$ cat config.mk
export PLATFORM = sky130hd
export DESIGN_NAME = bcsr_regs
export DESIGN_NICKNAME = d
export VERILOG_FILES = /design/src/pkg/bcsr_pkg.sv /design/src/verilog/bcsr_regs.sv
export SDC_FILE = /design/constraint.sdc
export NUM_CORES = 1
export LEC_CHECK = 0
export BUFFER_PORTS_ARGS = -buffer_cell sky130_fd_sc_hd__clkbuf_2
export CORE_MARGIN = 2
export CORE_UTILIZATION = 52
export DETAILED_ROUTE_END_ITERATION = 16
export PLACE_DENSITY = 0.76
export SLEW_MARGIN = 40
export SYNTH_ARGS = -nofsm -noshare
export SYNTH_HDL_FRONTEND = slang
export SYNTH_SLANG_ARGS = --single-unit
$ cat constraint.sdc
create_clock -name i_clk -period 1.6 [get_ports i_clk]
set_input_delay 0.32 -clock i_clk [delete_from_list [all_inputs] [get_ports i_clk]]
set_output_delay 0.32 -clock i_clk [all_outputs]
set_load 0.005 [all_outputs]
$ cat src/pkg/bcsr_pkg.sv
// bcsr_pkg: offsets, reset values and carrier types for the bridge config registers
// assumes a simple byte-enabled 32-bit configuration access port, dword addressed
package bcsr_pkg;
   // configuration byte offsets
   localparam logic [7:0] OFS_VENDOR      = 8'h00;
   localparam logic [7:0] OFS_DEVICE      = 8'h02;
   localparam logic [7:0] OFS_COMMAND     = 8'h04;
   localparam logic [7:0] OFS_STATUS      = 8'h06;
   localparam logic [7:0] OFS_REVISION    = 8'h08;
   localparam logic [7:0] OFS_SUBCLASS    = 8'h0A;
   localparam logic [7:0] OFS_BASECLASS   = 8'h0B;
   localparam logic [7:0] OFS_PRI_LAT     = 8'h0D;
   localparam logic [7:0] OFS_HDR_TYPE    = 8'h0E;
   localparam logic [7:0] OFS_PRI_BUS     = 8'h18;
   localparam logic [7:0] OFS_SEC_BUS     = 8'h19;
   localparam logic [7:0] OFS_SUB_BUS     = 8'h1A;
   localparam logic [7:0] OFS_SEC_LAT     = 8'h1B;
   localparam logic [7:0] OFS_IO_BASE     = 8'h1C;
   localparam logic [7:0] OFS_IO_LIMIT    = 8'h1D;
   localparam logic [7:0] OFS_SEC_STATUS  = 8'h1E;
   localparam logic [7:0] OFS_MEM_BASE    = 8'h20;
   localparam logic [7:0] OFS_MEM_LIMIT   = 8'h22;
   localparam logic [7:0] OFS_PF_BASE     = 8'h24;
   localparam logic [7:0] OFS_PF_LIMIT    = 8'h26;
   localparam logic [7:0] OFS_BRG_CTRL    = 8'h3E;
   localparam logic [7:0] OFS_ERR_CMD     = 8'h40;
   localparam logic [7:0] OFS_WR_THERM    = 8'h50;
   localparam logic [7:0] OFS_RD_THERM    = 8'h58;
   localparam logic [7:0] OFS_CAP_WORD    = 8'hE4;

   // capability word fields
   localparam int         CAP_MEMTYPE_BIT = 31;
   localparam int         CAP_MOBILE_BIT  = 30;
   localparam logic [1:0] CAP_RSVD_VAL    = 2'h0;
   localparam logic [3:0] CAP_VERSION     = 4'h1;
   localparam logic [7:0] CAP_LENGTH      = 8'h04;
   localparam logic [7:0] CAP_NEXT_PTR    = 8'hA0;
   localparam logic [7:0] CAP_CODE        = 8'h09;
   localparam logic [31:0] CAP_RESET      = 32'h0104A009;

   // reset values
   localparam logic [15:0] RST_COMMAND    = 16'h0000;
   localparam logic [15:0] RST_STATUS     = 16'h00A0;
   localparam logic [7:0]  RST_SUBCLASS   = 8'h04;
   localparam logic [7:0]  RST_BASECLASS  = 8'h06;
   localparam logic [7:0]  RST_BYTE_ZERO  = 8'h00;
   localparam logic [7:0]  RST_HDR_TYPE   = 8'h01;
   localparam logic [7:0]  RST_IO_BASE    = 8'hF0;
   localparam logic [15:0] RST_SEC_STATUS = 16'h02A0;
   localparam logic [15:0] RST_WIN_BASE   = 16'hFFF0;
   localparam logic [15:0] RST_WIN_LIMIT  = 16'h0000;
   localparam logic [63:0] RST_THERM      = 64'h0;
   // lock bit position within each thermal register (top bit)
   localparam int          THERM_LOCK_BIT = 63;

   // configuration access request
   typedef struct packed {
      logic       rd;
      logic       wr;
      logic [5:0] dw_addr;
      logic [3:0] be;
      logic [31:0] wdata;
   } bcsr_req_t;

   // answer to a read
   typedef struct packed {
      logic        valid;
      logic [31:0] rdata;
   } bcsr_rsp_t;

   // all registered state: writable registers, strap capture and read answer
   typedef struct packed {
      logic [15:0] command;
      logic [7:0]  pri_lat;
      logic [7:0]  sec_bus;
      logic [7:0]  sub_bus;
      logic [7:0]  sec_lat;
      logic [7:0]  io_base;
      logic [7:0]  io_limit;
      logic [15:0] mem_base;
      logic [15:0] mem_limit;
      logic [15:0] pf_base;
      logic [15:0] pf_limit;
      logic [7:0]  brg_ctrl;
      logic [7:0]  err_cmd;
      logic [63:0] wr_therm;
      logic [63:0] rd_therm;
      logic [7:0]  strap;
      logic        strap_taken;
      bcsr_rsp_t   rsp;
   } bcsr_state_t;
endpackage

$ cat src/verilog/bcsr_regs.sv
// bcsr_regs: capability word and virtual bridge configuration register bank
// assumes single-cycle config accesses on i_req; reads answered one cycle later
// Behaviour
// - capability word at E4h, value 0104A009h, writes never change it
// - capability bit 31 reads 0: single data rate memory only
// - capability bit 30 reads 0: no mobile power features
// - capability bits 27:24 read version 0001b
// - capability bits 23:16 read length 04h
// - capability bits 15:8 read next pointer A0h
// - capability bits 7:0 read vendor capability code 09h
// - strap input is sampled once after reset but masked to zero; no default bit loads from it
// - vendor word at 00h is read-only; writes ignored
// - device word at 02h is fixed and read-only; writes ignored
// - secondary latency timer at 1Bh is read-write, resets to 00h
// - prefetch base at 24h resets FFF0h, limit at 26h resets 0000h
// - write thermal control at 50h lockable read-write, resets zero
// - read thermal control at 58h lockable read-write, resets zero
`timescale 1ns/10ps
module bcsr_regs #(
   parameter logic [15:0] VENDOR_CODE = 16'h1234, // arbitrary value
   parameter logic [15:0] DEVICE_CODE = 16'h5678, // arbitrary value
   parameter logic [7:0]  REVISION    = 8'h01     // arbitrary value
) (
   input  wire logic              i_clk,
   input  wire logic              i_nrst,
   input  wire logic [7:0]        i_strap,
   input  wire bcsr_pkg::bcsr_req_t i_req,
   output      bcsr_pkg::bcsr_rsp_t o_rsp,
   output      logic [63:0]       o_wr_therm,
   output      logic [63:0]       o_rd_therm
);
   import bcsr_pkg::*;

   // an all-ones id reads as an empty slot to enumeration software
   if (VENDOR_CODE == 16'hFFFF || DEVICE_CODE == 16'hFFFF) begin : g_bad_id
      $error("identity code of all ones cannot be served");
   end

   bcsr_state_t s_q;
   bcsr_state_t s_d;
   logic [31:0] rdata;
   logic [31:0] cap_word;
   logic [31:0] wmask;

   // capability word built from its fields; no storage, so writes cannot reach it
   assign cap_word = {1'b0, 1'b0, CAP_RSVD_VAL, CAP_VERSION, CAP_LENGTH,
                      CAP_NEXT_PTR, CAP_CODE};

   // byte enables spread to a bit mask
   assign wmask = {{8{i_req.be[3]}}, {8{i_req.be[2]}}, {8{i_req.be[1]}}, {8{i_req.be[0]}}};

   // read decode, dword at a time; unmapped dwords read zero
   always_comb begin
      rdata = 32'h0;
      if (i_req.dw_addr == OFS_VENDOR[7:2]) begin
         rdata = {DEVICE_CODE, VENDOR_CODE};
      end else if (i_req.dw_addr == OFS_COMMAND[7:2]) begin
         rdata = {RST_STATUS, s_q.command};
      end else if (i_req.dw_addr == OFS_REVISION[7:2]) begin
         rdata = {RST_BASECLASS, RST_SUBCLASS, 8'h00, REVISION};
      end else if (i_req.dw_addr == OFS_PRI_LAT[7:2]) begin
         rdata = {8'h00, RST_HDR_TYPE, s_q.pri_lat, 8'h00};
      end else if (i_req.dw_addr == OFS_PRI_BUS[7:2]) begin
         rdata = {s_q.sec_lat, s_q.sub_bus, s_q.sec_bus, RST_BYTE_ZERO};
      end else if (i_req.dw_addr == OFS_IO_BASE[7:2]) begin
         rdata = {RST_SEC_STATUS, s_q.io_limit, s_q.io_base};
      end else if (i_req.dw_addr == OFS_MEM_BASE[7:2]) begin
         rdata = {s_q.mem_limit, s_q.mem_base};
      end else if (i_req.dw_addr == OFS_PF_BASE[7:2]) begin
         rdata = {s_q.pf_limit, s_q.pf_base};
      end else if (i_req.dw_addr == OFS_BRG_CTRL[7:2]) begin
         rdata = {8'h00, s_q.brg_ctrl, 16'h0000};
      end else if (i_req.dw_addr == OFS_ERR_CMD[7:2]) begin
         rdata = {24'h000000, s_q.err_cmd};
      end else if (i_req.dw_addr == OFS_WR_THERM[7:2]) begin
         rdata = s_q.wr_therm[31:0];
      end else if (i_req.dw_addr == (OFS_WR_THERM[7:2] + 6'd1)) begin
         rdata = s_q.wr_therm[63:32];
      end else if (i_req.dw_addr == OFS_RD_THERM[7:2]) begin
         rdata = s_q.rd_therm[31:0];
      end else if (i_req.dw_addr == (OFS_RD_THERM[7:2] + 6'd1)) begin
         rdata = s_q.rd_therm[63:32];
      end else if (i_req.dw_addr == OFS_CAP_WORD[7:2]) begin
         rdata = cap_word;
      end
   end

   // next state: writes merge under byte enables; ro and reserved bits untouched
   always_comb begin
      s_d = s_q;
      s_d.rsp.valid = i_req.rd;
      s_d.rsp.rdata = i_req.rd ? rdata : 32'h0;
      // strap captured once after reset release; masked to zero, so the command default stays RST_COMMAND
      if (!s_q.strap_taken) begin
         s_d.strap       = i_strap;
         s_d.strap_taken = 1'b1;
         s_d.command     = RST_COMMAND | {8'h00, i_strap & 8'h00};
      end
      if (i_req.wr) begin
         // writes to ids, capability word and reserved space fall through
         if (i_req.dw_addr == OFS_COMMAND[7:2]) begin
            // only serr, memory, io and master enables are writable
            s_d.command = (s_q.command & ~(wmask[15:0] & 16'h0107)) |
                          (i_req.wdata[15:0] & wmask[15:0] & 16'h0107);
         end else if (i_req.dw_addr == OFS_PRI_LAT[7:2]) begin
            if (i_req.be[1]) s_d.pri_lat = i_req.wdata[15:8];
         end else if (i_req.dw_addr == OFS_PRI_BUS[7:2]) begin
            if (i_req.be[1]) s_d.sec_bus = i_req.wdata[15:8];
            if (i_req.be[2]) s_d.sub_bus = i_req.wdata[23:16];
            if (i_req.be[3]) s_d.sec_lat = i_req.wdata[31:24];
         end else if (i_req.dw_addr == OFS_IO_BASE[7:2]) begin
            if (i_req.be[0]) s_d.io_base  = i_req.wdata[7:0];
            if (i_req.be[1]) s_d.io_limit = i_req.wdata[15:8];
         end else if (i_req.dw_addr == OFS_MEM_BASE[7:2]) begin
            s_d.mem_base  = (s_q.mem_base & ~wmask[15:0]) | (i_req.wdata[15:0] & wmask[15:0]);
            s_d.mem_limit = (s_q.mem_limit & ~wmask[31:16]) |
                            (i_req.wdata[31:16] & wmask[31:16]);
         end else if (i_req.dw_addr == OFS_PF_BASE[7:2]) begin
            s_d.pf_base  = (s_q.pf_base & ~wmask[15:0]) | (i_req.wdata[15:0] & wmask[15:0]);
            s_d.pf_limit = (s_q.pf_limit & ~wmask[31:16]) |
                           (i_req.wdata[31:16] & wmask[31:16]);
         end else if (i_req.dw_addr == OFS_BRG_CTRL[7:2]) begin
            if (i_req.be[2]) s_d.brg_ctrl = i_req.wdata[23:16];
         end else if (i_req.dw_addr == OFS_ERR_CMD[7:2]) begin
            if (i_req.be[0]) s_d.err_cmd = i_req.wdata[7:0];
         end else if (!s_q.wr_therm[THERM_LOCK_BIT] &&
                      i_req.dw_addr == OFS_WR_THERM[7:2]) begin
            s_d.wr_therm[31:0] = (s_q.wr_therm[31:0] & ~wmask) | (i_req.wdata & wmask);
         end else if (!s_q.wr_therm[THERM_LOCK_BIT] &&
                      i_req.dw_addr == (OFS_WR_THERM[7:2] + 6'd1)) begin
            s_d.wr_therm[63:32] = (s_q.wr_therm[63:32] & ~wmask) |
                                  (i_req.wdata & wmask);
         end else if (!s_q.rd_therm[THERM_LOCK_BIT] &&
                      i_req.dw_addr == OFS_RD_THERM[7:2]) begin
            s_d.rd_therm[31:0] = (s_q.rd_therm[31:0] & ~wmask) | (i_req.wdata & wmask);
         end else if (!s_q.rd_therm[THERM_LOCK_BIT] &&
                      i_req.dw_addr == (OFS_RD_THERM[7:2] + 6'd1)) begin
            s_d.rd_therm[63:32] = (s_q.rd_therm[63:32] & ~wmask) |
                                  (i_req.wdata & wmask);
         end
      end
   end

   // state register; lock bits only clear here, at reset
   always_ff @(posedge i_clk or negedge i_nrst) begin
      if (!i_nrst) begin
         s_q             <= '0;
         s_q.command     <= RST_COMMAND;
         s_q.pri_lat     <= RST_BYTE_ZERO;
         s_q.sec_bus     <= RST_BYTE_ZERO;
         s_q.sub_bus     <= RST_BYTE_ZERO;
         s_q.sec_lat     <= RST_BYTE_ZERO;
         s_q.io_base     <= RST_IO_BASE;
         s_q.io_limit    <= RST_BYTE_ZERO;
         s_q.mem_base    <= RST_WIN_BASE;
         s_q.mem_limit   <= RST_WIN_LIMIT;
         s_q.pf_base     <= RST_WIN_BASE;
         s_q.pf_limit    <= RST_WIN_LIMIT;
         s_q.wr_therm    <= RST_THERM;
         s_q.rd_therm    <= RST_THERM;
      end else begin
         s_q <= s_d;
      end
   end

   assign o_rsp      = s_q.rsp;
   assign o_wr_therm = s_q.wr_therm;
   assign o_rd_therm = s_q.rd_therm;

   // checks
   AST_CAP_READ: assert property (@(posedge i_clk) disable iff (!i_nrst)
      i_req.rd && i_req.dw_addr == OFS_CAP_WORD[7:2] |=> o_rsp.rdata == CAP_RESET)
      else $error("capability word read wrong");
   AST_CAP_B31: assert property (@(posedge i_clk) disable iff (!i_nrst)
      cap_word[CAP_MEMTYPE_BIT] == 1'b0) else $error("memory type bit set");
   AST_CAP_B30: assert property (@(posedge i_clk) disable iff (!i_nrst)
      cap_word[CAP_MOBILE_BIT] == 1'b0) else $error("mobile bit set");
   AST_CAP_VER: assert property (@(posedge i_clk) disable iff (!i_nrst)
      cap_word[27:24] == 4'h1) else $error("version field wrong");
   AST_CAP_LEN: assert property (@(posedge i_clk) disable iff (!i_nrst)
      cap_word[23:16] == 8'h04) else $error("length field wrong");
   AST_CAP_NXT: assert property (@(posedge i_clk) disable iff (!i_nrst)
      cap_word[15:8] == 8'hA0) else $error("next pointer wrong");
   AST_CAP_CODE: assert property (@(posedge i_clk) disable iff (!i_nrst)
      cap_word[7:0] == 8'h09 && cap_word[29:28] == 2'h0) else $error("code field wrong");
   AST_ID_RO: assert property (@(posedge i_clk) disable iff (!i_nrst)
      i_req.rd && i_req.dw_addr == OFS_VENDOR[7:2] |=>
      o_rsp.rdata == {DEVICE_CODE, VENDOR_CODE}) else $error("id word changed");
   AST_SLAT_WR: assert property (@(posedge i_clk) disable iff (!i_nrst)
      i_req.wr && i_req.dw_addr == OFS_SEC_LAT[7:2] && i_req.be[3] |=>
      s_q.sec_lat == $past(i_req.wdata[31:24])) else $error("latency write lost");
   AST_LOCK_HOLD: assert property (@(posedge i_clk) disable iff (!i_nrst)
      s_q.wr_therm[THERM_LOCK_BIT] |=> $stable(s_q.wr_therm)) else $error("locked reg moved");
   AST_RLOCK_HOLD: assert property (@(posedge i_clk) disable iff (!i_nrst)
      s_q.rd_therm[THERM_LOCK_BIT] |=> $stable(s_q.rd_therm)) else $error("locked reg moved");
   AST_RSVD_ZERO: assert property (@(posedge i_clk) disable iff (!i_nrst)
      i_req.rd && i_req.dw_addr == 6'h3A |=> o_rsp.rdata == 32'h0)
      else $error("reserved read nonzero");

   // answer is a single pulse, one cycle after each read request
   AST_VALID_PULSE: assert property (@(posedge i_clk) disable iff (!i_nrst)
      o_rsp.valid == $past(i_req.rd))
      else $error("read answer pulse wrong");

   // idle answer bus stays quiet so a careless sampler sees zero
   AST_IDLE_ZERO: assert property (@(posedge i_clk) disable iff (!i_nrst)
      !o_rsp.valid |-> o_rsp.rdata == 32'h0)
      else $error("idle read data nonzero");

   // status word has no error sources here, so it reads its reset value
   AST_STAT_RD: assert property (@(posedge i_clk) disable iff (!i_nrst)
      i_req.rd && i_req.dw_addr == OFS_COMMAND[7:2] |=>
      o_rsp.rdata[31:16] == 16'h00A0)
      else $error("status word wrong");

   // class codes fixed, byte 09h reserved
   AST_CLASS_RD: assert property (@(posedge i_clk) disable iff (!i_nrst)
      i_req.rd && i_req.dw_addr == OFS_REVISION[7:2] |=>
      o_rsp.rdata[31:8] == 24'h060400)
      else $error("class code dword wrong");

   // header type fixed, bytes 0Ch and 0Fh reserved
   AST_HDR_RD: assert property (@(posedge i_clk) disable iff (!i_nrst)
      i_req.rd && i_req.dw_addr == OFS_PRI_LAT[7:2] |=>
      o_rsp.rdata[31:16] == 16'h0001 && o_rsp.rdata[7:0] == 8'h00)
      else $error("header dword wrong");

   // primary bus number is read-only zero
   AST_PBUS_RD: assert property (@(posedge i_clk) disable iff (!i_nrst)
      i_req.rd && i_req.dw_addr == OFS_PRI_BUS[7:2] |=> o_rsp.rdata[7:0] == 8'h00)
      else $error("primary bus number nonzero");

   // secondary status reads its reset value
   AST_SSTS_RD: assert property (@(posedge i_clk) disable iff (!i_nrst)
      i_req.rd && i_req.dw_addr == OFS_IO_BASE[7:2] |=>
      o_rsp.rdata[31:16] == 16'h02A0)
      else $error("secondary status wrong");

   // bytes around bridge control are reserved
   AST_BCTL_RD: assert property (@(posedge i_clk) disable iff (!i_nrst)
      i_req.rd && i_req.dw_addr == OFS_BRG_CTRL[7:2] |=>
      o_rsp.rdata[31:24] == 8'h00 && o_rsp.rdata[15:0] == 16'h0000)
      else $error("bridge control dword wrong");

   // only the low byte of the error command dword exists
   AST_ERR_RD: assert property (@(posedge i_clk) disable iff (!i_nrst)
      i_req.rd && i_req.dw_addr == OFS_ERR_CMD[7:2] |=>
      o_rsp.rdata[31:8] == 24'h000000)
      else $error("error command dword wrong");

   // hardwired command bits can never be set by a write
   AST_CMD_MASK: assert property (@(posedge i_clk) disable iff (!i_nrst)
      (s_q.command & 16'hFEF8) == 16'h0000)
      else $error("read-only command bit set");

   // a write without its byte lane must leave the timer alone
   AST_SLAT_KEEP: assert property (@(posedge i_clk) disable iff (!i_nrst)
      i_req.wr && i_req.dw_addr == OFS_SEC_LAT[7:2] && !i_req.be[3] |=>
      $stable(s_q.sec_lat))
      else $error("latency timer moved");

   // full-width write lands in both prefetch halves
   AST_PF_WR: assert property (@(posedge i_clk) disable iff (!i_nrst)
      i_req.wr && i_req.dw_addr == OFS_PF_BASE[7:2] && i_req.be == 4'hF |=>
      s_q.pf_base == $past(i_req.wdata[15:0]) && s_q.pf_limit == $past(i_req.wdata[31:16]))
      else $error("prefetch write lost");

   // read returns the window as it stood when the read was taken
   AST_PF_RD: assert property (@(posedge i_clk) disable iff (!i_nrst)
      i_req.rd && i_req.dw_addr == OFS_PF_BASE[7:2] |=>
      o_rsp.rdata == {$past(s_q.pf_limit), $past(s_q.pf_base)})
      else $error("prefetch read wrong");

   // open write thermal control takes a full write
   AST_WTH_WR: assert property (@(posedge i_clk) disable iff (!i_nrst)
      !s_q.wr_therm[THERM_LOCK_BIT] && i_req.wr && i_req.dw_addr == OFS_WR_THERM[7:2] &&
      i_req.be == 4'hF |=> s_q.wr_therm[31:0] == $past(i_req.wdata))
      else $error("write thermal write lost");

   // open read thermal control takes a full write
   AST_RTH_WR: assert property (@(posedge i_clk) disable iff (!i_nrst)
      !s_q.rd_therm[THERM_LOCK_BIT] && i_req.wr && i_req.dw_addr == OFS_RD_THERM[7:2] &&
      i_req.be == 4'hF |=> s_q.rd_therm[31:0] == $past(i_req.wdata))
      else $error("read thermal write lost");

   // low dword of the write thermal control reads back
   AST_WTH_RD: assert property (@(posedge i_clk) disable iff (!i_nrst)
      i_req.rd && i_req.dw_addr == OFS_WR_THERM[7:2] |=>
      o_rsp.rdata == $past(s_q.wr_therm[31:0]))
      else $error("write thermal read wrong");

   // low dword of the read thermal control reads back
   AST_RTH_RD: assert property (@(posedge i_clk) disable iff (!i_nrst)
      i_req.rd && i_req.dw_addr == OFS_RD_THERM[7:2] |=>
      o_rsp.rdata == $past(s_q.rd_therm[31:0]))
      else $error("read thermal read wrong");

   // strap is sampled once per reset; later pin wiggles must not leak in
   AST_STRAP_HOLD: assert property (@(posedge i_clk) disable iff (!i_nrst)
      s_q.strap_taken |=> $stable(s_q.strap))
      else $error("strap resampled");

   COV_CAP_RD: cover property (@(posedge i_clk) i_req.rd && i_req.dw_addr == OFS_CAP_WORD[7:2]);
   COV_LOCK: cover property (@(posedge i_clk) s_q.wr_therm[THERM_LOCK_BIT] && i_req.wr);
   COV_PF_WR: cover property (@(posedge i_clk) i_req.wr && i_req.dw_addr == OFS_PF_BASE[7:2]);
   // read and write in one cycle, old data must come back
   COV_RDWR: cover property (@(posedge i_clk) i_req.rd && i_req.wr);
endmodule

==> metrics.txt <==
status=complete, but fails checks; failing checks=negative setup slack; initial core utilization=53.09%; CP startpoint kind=flip-flop; WP data required=1.98 ns; Routability Congestion=0.9181; post-synth top area cell=dfrtp_1; Fin. Hold Viols=0; P_leak=8.902 nW; setup TNS=-0.02213 ns; delay-heaviest family, CP=flip-flops; htree depth=2; critical-path maximum fanout=7; total CTS buffers=34; Residual DRC=0; initial antenna violation count=1; area grow syn2layout=21.14%; Buf/Inv on CP=2; RSZ-0062 raised after global routing=true; synthesized instance count=1141; Hold WC Path Type=in -> reg; Routed Wire Length=39780 µm; core area=0.02793 mm²; Distinct cells, synth=65; I/O pins=215; 1st-pass router iterations=5; Worst Hold Launch=i_req[29]; Worst-Margin Slew=0.6181 ns; Layout Cells excl Fill=1736; clk sink count=306; most frequent cells in the layout=dfrtp_1 (277), mux2_2 (221), clkbuf_2 (199); Setup-failing EPs final=4; Placement Cell Area=0.01643 mm²; Synth Warn #=0; WHS Path Cells=2; Power per Cell Area=1030 mW/mm²; total gr overflow=0; worst path arrival time=1.99 ns; first-pass GRT wire length=61590 µm; Post-Syn Area=0.01483 mm²; final instance area=0.01796 mm²; Slew HR=58.75%; register area share after synthesis=51.87%; Fill cells=2132; Total GRT Usage=26.20%; Synth top area share=46.91%; most common cell after layout, fill and taps aside=dfrtp_1; crit path kind=reg -> reg; GRT Max-Usage Layer=met2; Synth Area per Inst=13.00 µm²; row count=61; CTS Buffer Depth=3; synth top area cells=dfrtp_1 (47%), mux2_2 (19%), buf_4 (8.4%), dfstp_2 (5.0%), mux4_2 (3.9%); largest net degree at the start of global routing=50; ys flop type=dfrtp_1; Worst setup EP type=flip-flop; Chip Width=172.9 µm; final antenna-violating net count=0; Syn Nets=1195; full die area=0.02988 mm²; post-DR wirelength/cell=22.91 µm; Net count, final=1388; Register-to-Register Path Depth=5; minimum clock period=1.608 ns; CTS root buf=clkbuf_16; Reg area=0.007694 mm²; Inst Count DP=1658; CTS tree=done; ys async rst share=100.0%; met2 usage=42.32%; CTS clk-pin slew, worst paths=0.06 ns; max incr delay on CP=0.40 ns; die height=172.9 µm; maxcap violations=0; fmax=622.0 MHz; worst vdd ir=0.9233 mV; Tcrit/Tclk final=100.5%; I/O Buffers=206; CP max stage cell=dfrtp_1; area of the multi-input gates=0.006123 mm²; Setup WS pre-CTS=-0.6579 ns; Skew-Pair Late Insertion Delay=0.51 ns; CP Cell Sequence=buf_6 > nor4_4 > buf_4 > nand2_4 > mux2_4; max-slew violations=0; layout cells sized above 1=59.40%; Starting DRT DRC Count=768; M3 GR Usage=5.673%; flops & latches, synth=306; GR Util met1=34.84%; Setup Skew=0.01168 ns; post-route worst setup slack=-0.007800 ns; DR vias/cell=5.861; Worst R2R Setup Slack=-0.008 ns; vias in the first global route=10630; worst hold slack=0.1402 ns; HPWL Detailed=27230 µm; EDFF count, synth=0; Via Count=10180
[power breakdown]
group	switching (mW)	internal (mW)	total (mW)
Combinational	0.978	1.07	2.05
Sequential	0.379	8.33	8.71
Clock	3.05	4.68	7.73
Total	4.40	14.1	18.5
[stage by stage]
step | utilization [%] | total power [mW]
final | 64.31 | 18.49
after global routing | 64.30 | 19.14
after CTS | 63.19 | 18.53
after detailed placement | 58.83 | 10.80
after global placement | 58.82 | 10.71
after floorplan | - | 10.09
[per-layer routing]
metal	routed length [µm]	part of all wire [%]
met5	0	0
met4	1469	3.7
met3	2751	6.9
met2	19260	48
met1	16300	41
[Yosys cell counts, drive strengths merged, types with 3 or more instances]
master,n
a32o,4
nor4,5
a221o,8
a31oi,3
a21boi,3
a222oi,9
a2bb2oi,3
dfrtp,278
clkbuf,19
o21a,4
dfstp,28
nor2,43
nand2,43
mux2i,7
o221ai,8
o21ai,25
mux2,255
o211ai,4
nor2b,17
or3,11
buf,195
a21oi,47
o32ai,3
and3,6
nor3,6
o22ai,9
a22oi,3
nor4b,3
and2,5
nand3,18
a211oi,3
mux4,26
a221oi,16
[final cells by class]
cell class	instances	share of cell area [%]
diodes	1	0.01393
clock buffers	52	5.858
clock inverters	7	0.3483
inverters	2	0.04179
multi-input cells	619	34.09
flip-flops and latches	306	42.83
well taps	378	2.633
repair buffers	371	14.19
[kinds of logic (layout without fill, tap and decap cells)]
| logic type | count (synthesis) | after routing | synth area share [%] |
|---|---|---|---|
| flops | 306 | 306 | 51.87 |
| mux | 288 | 288 | 23.79 |
| buf+inv | 216 | 432 | 9.965 |
| simple gates | 168 | 168 | 6.708 |
| compound gates | 161 | 161 | 7.585 |
| other cells | 1 | 2 | 0.02529 |
| xor+xnor | 1 | 1 | 0.05907 |
[repair_timing]
item,4_1_cts,5_1_grt
hold buffers,1,0
setup endpoints to repair,136,186
cloned,0,1
resized for setup,14,59
setup buffers,5,14
pin swaps,4,23
endpoints found under the hold margin,176,0
[how the worst max path moves through the flow]
| stage | from | end | slack [ns] | cells past startpoint |
|---|---|---|---|---|
| floorplan | i_req[36] | o_rsp[12]$_DFF_PN0_ | -0.33 | 7 |
| global placement | i_req[40] | s_q[283]$_DFFE_PN0P_ | -0.60 | 8 |
| detailed placement | i_req[39] | o_rsp[13]$_DFF_PN0_ | -0.66 | 9 |
| CTS | i_req[40] | o_rsp[13]$_DFF_PN0_ | -0.02 | 8 |
| global route | flip-flop | flip-flop | -0.05 | 5 |
| finish | flip-flop | flip-flop | -0.008 | 5 |
No activity file was read; power rests on OpenSTA's default activity.
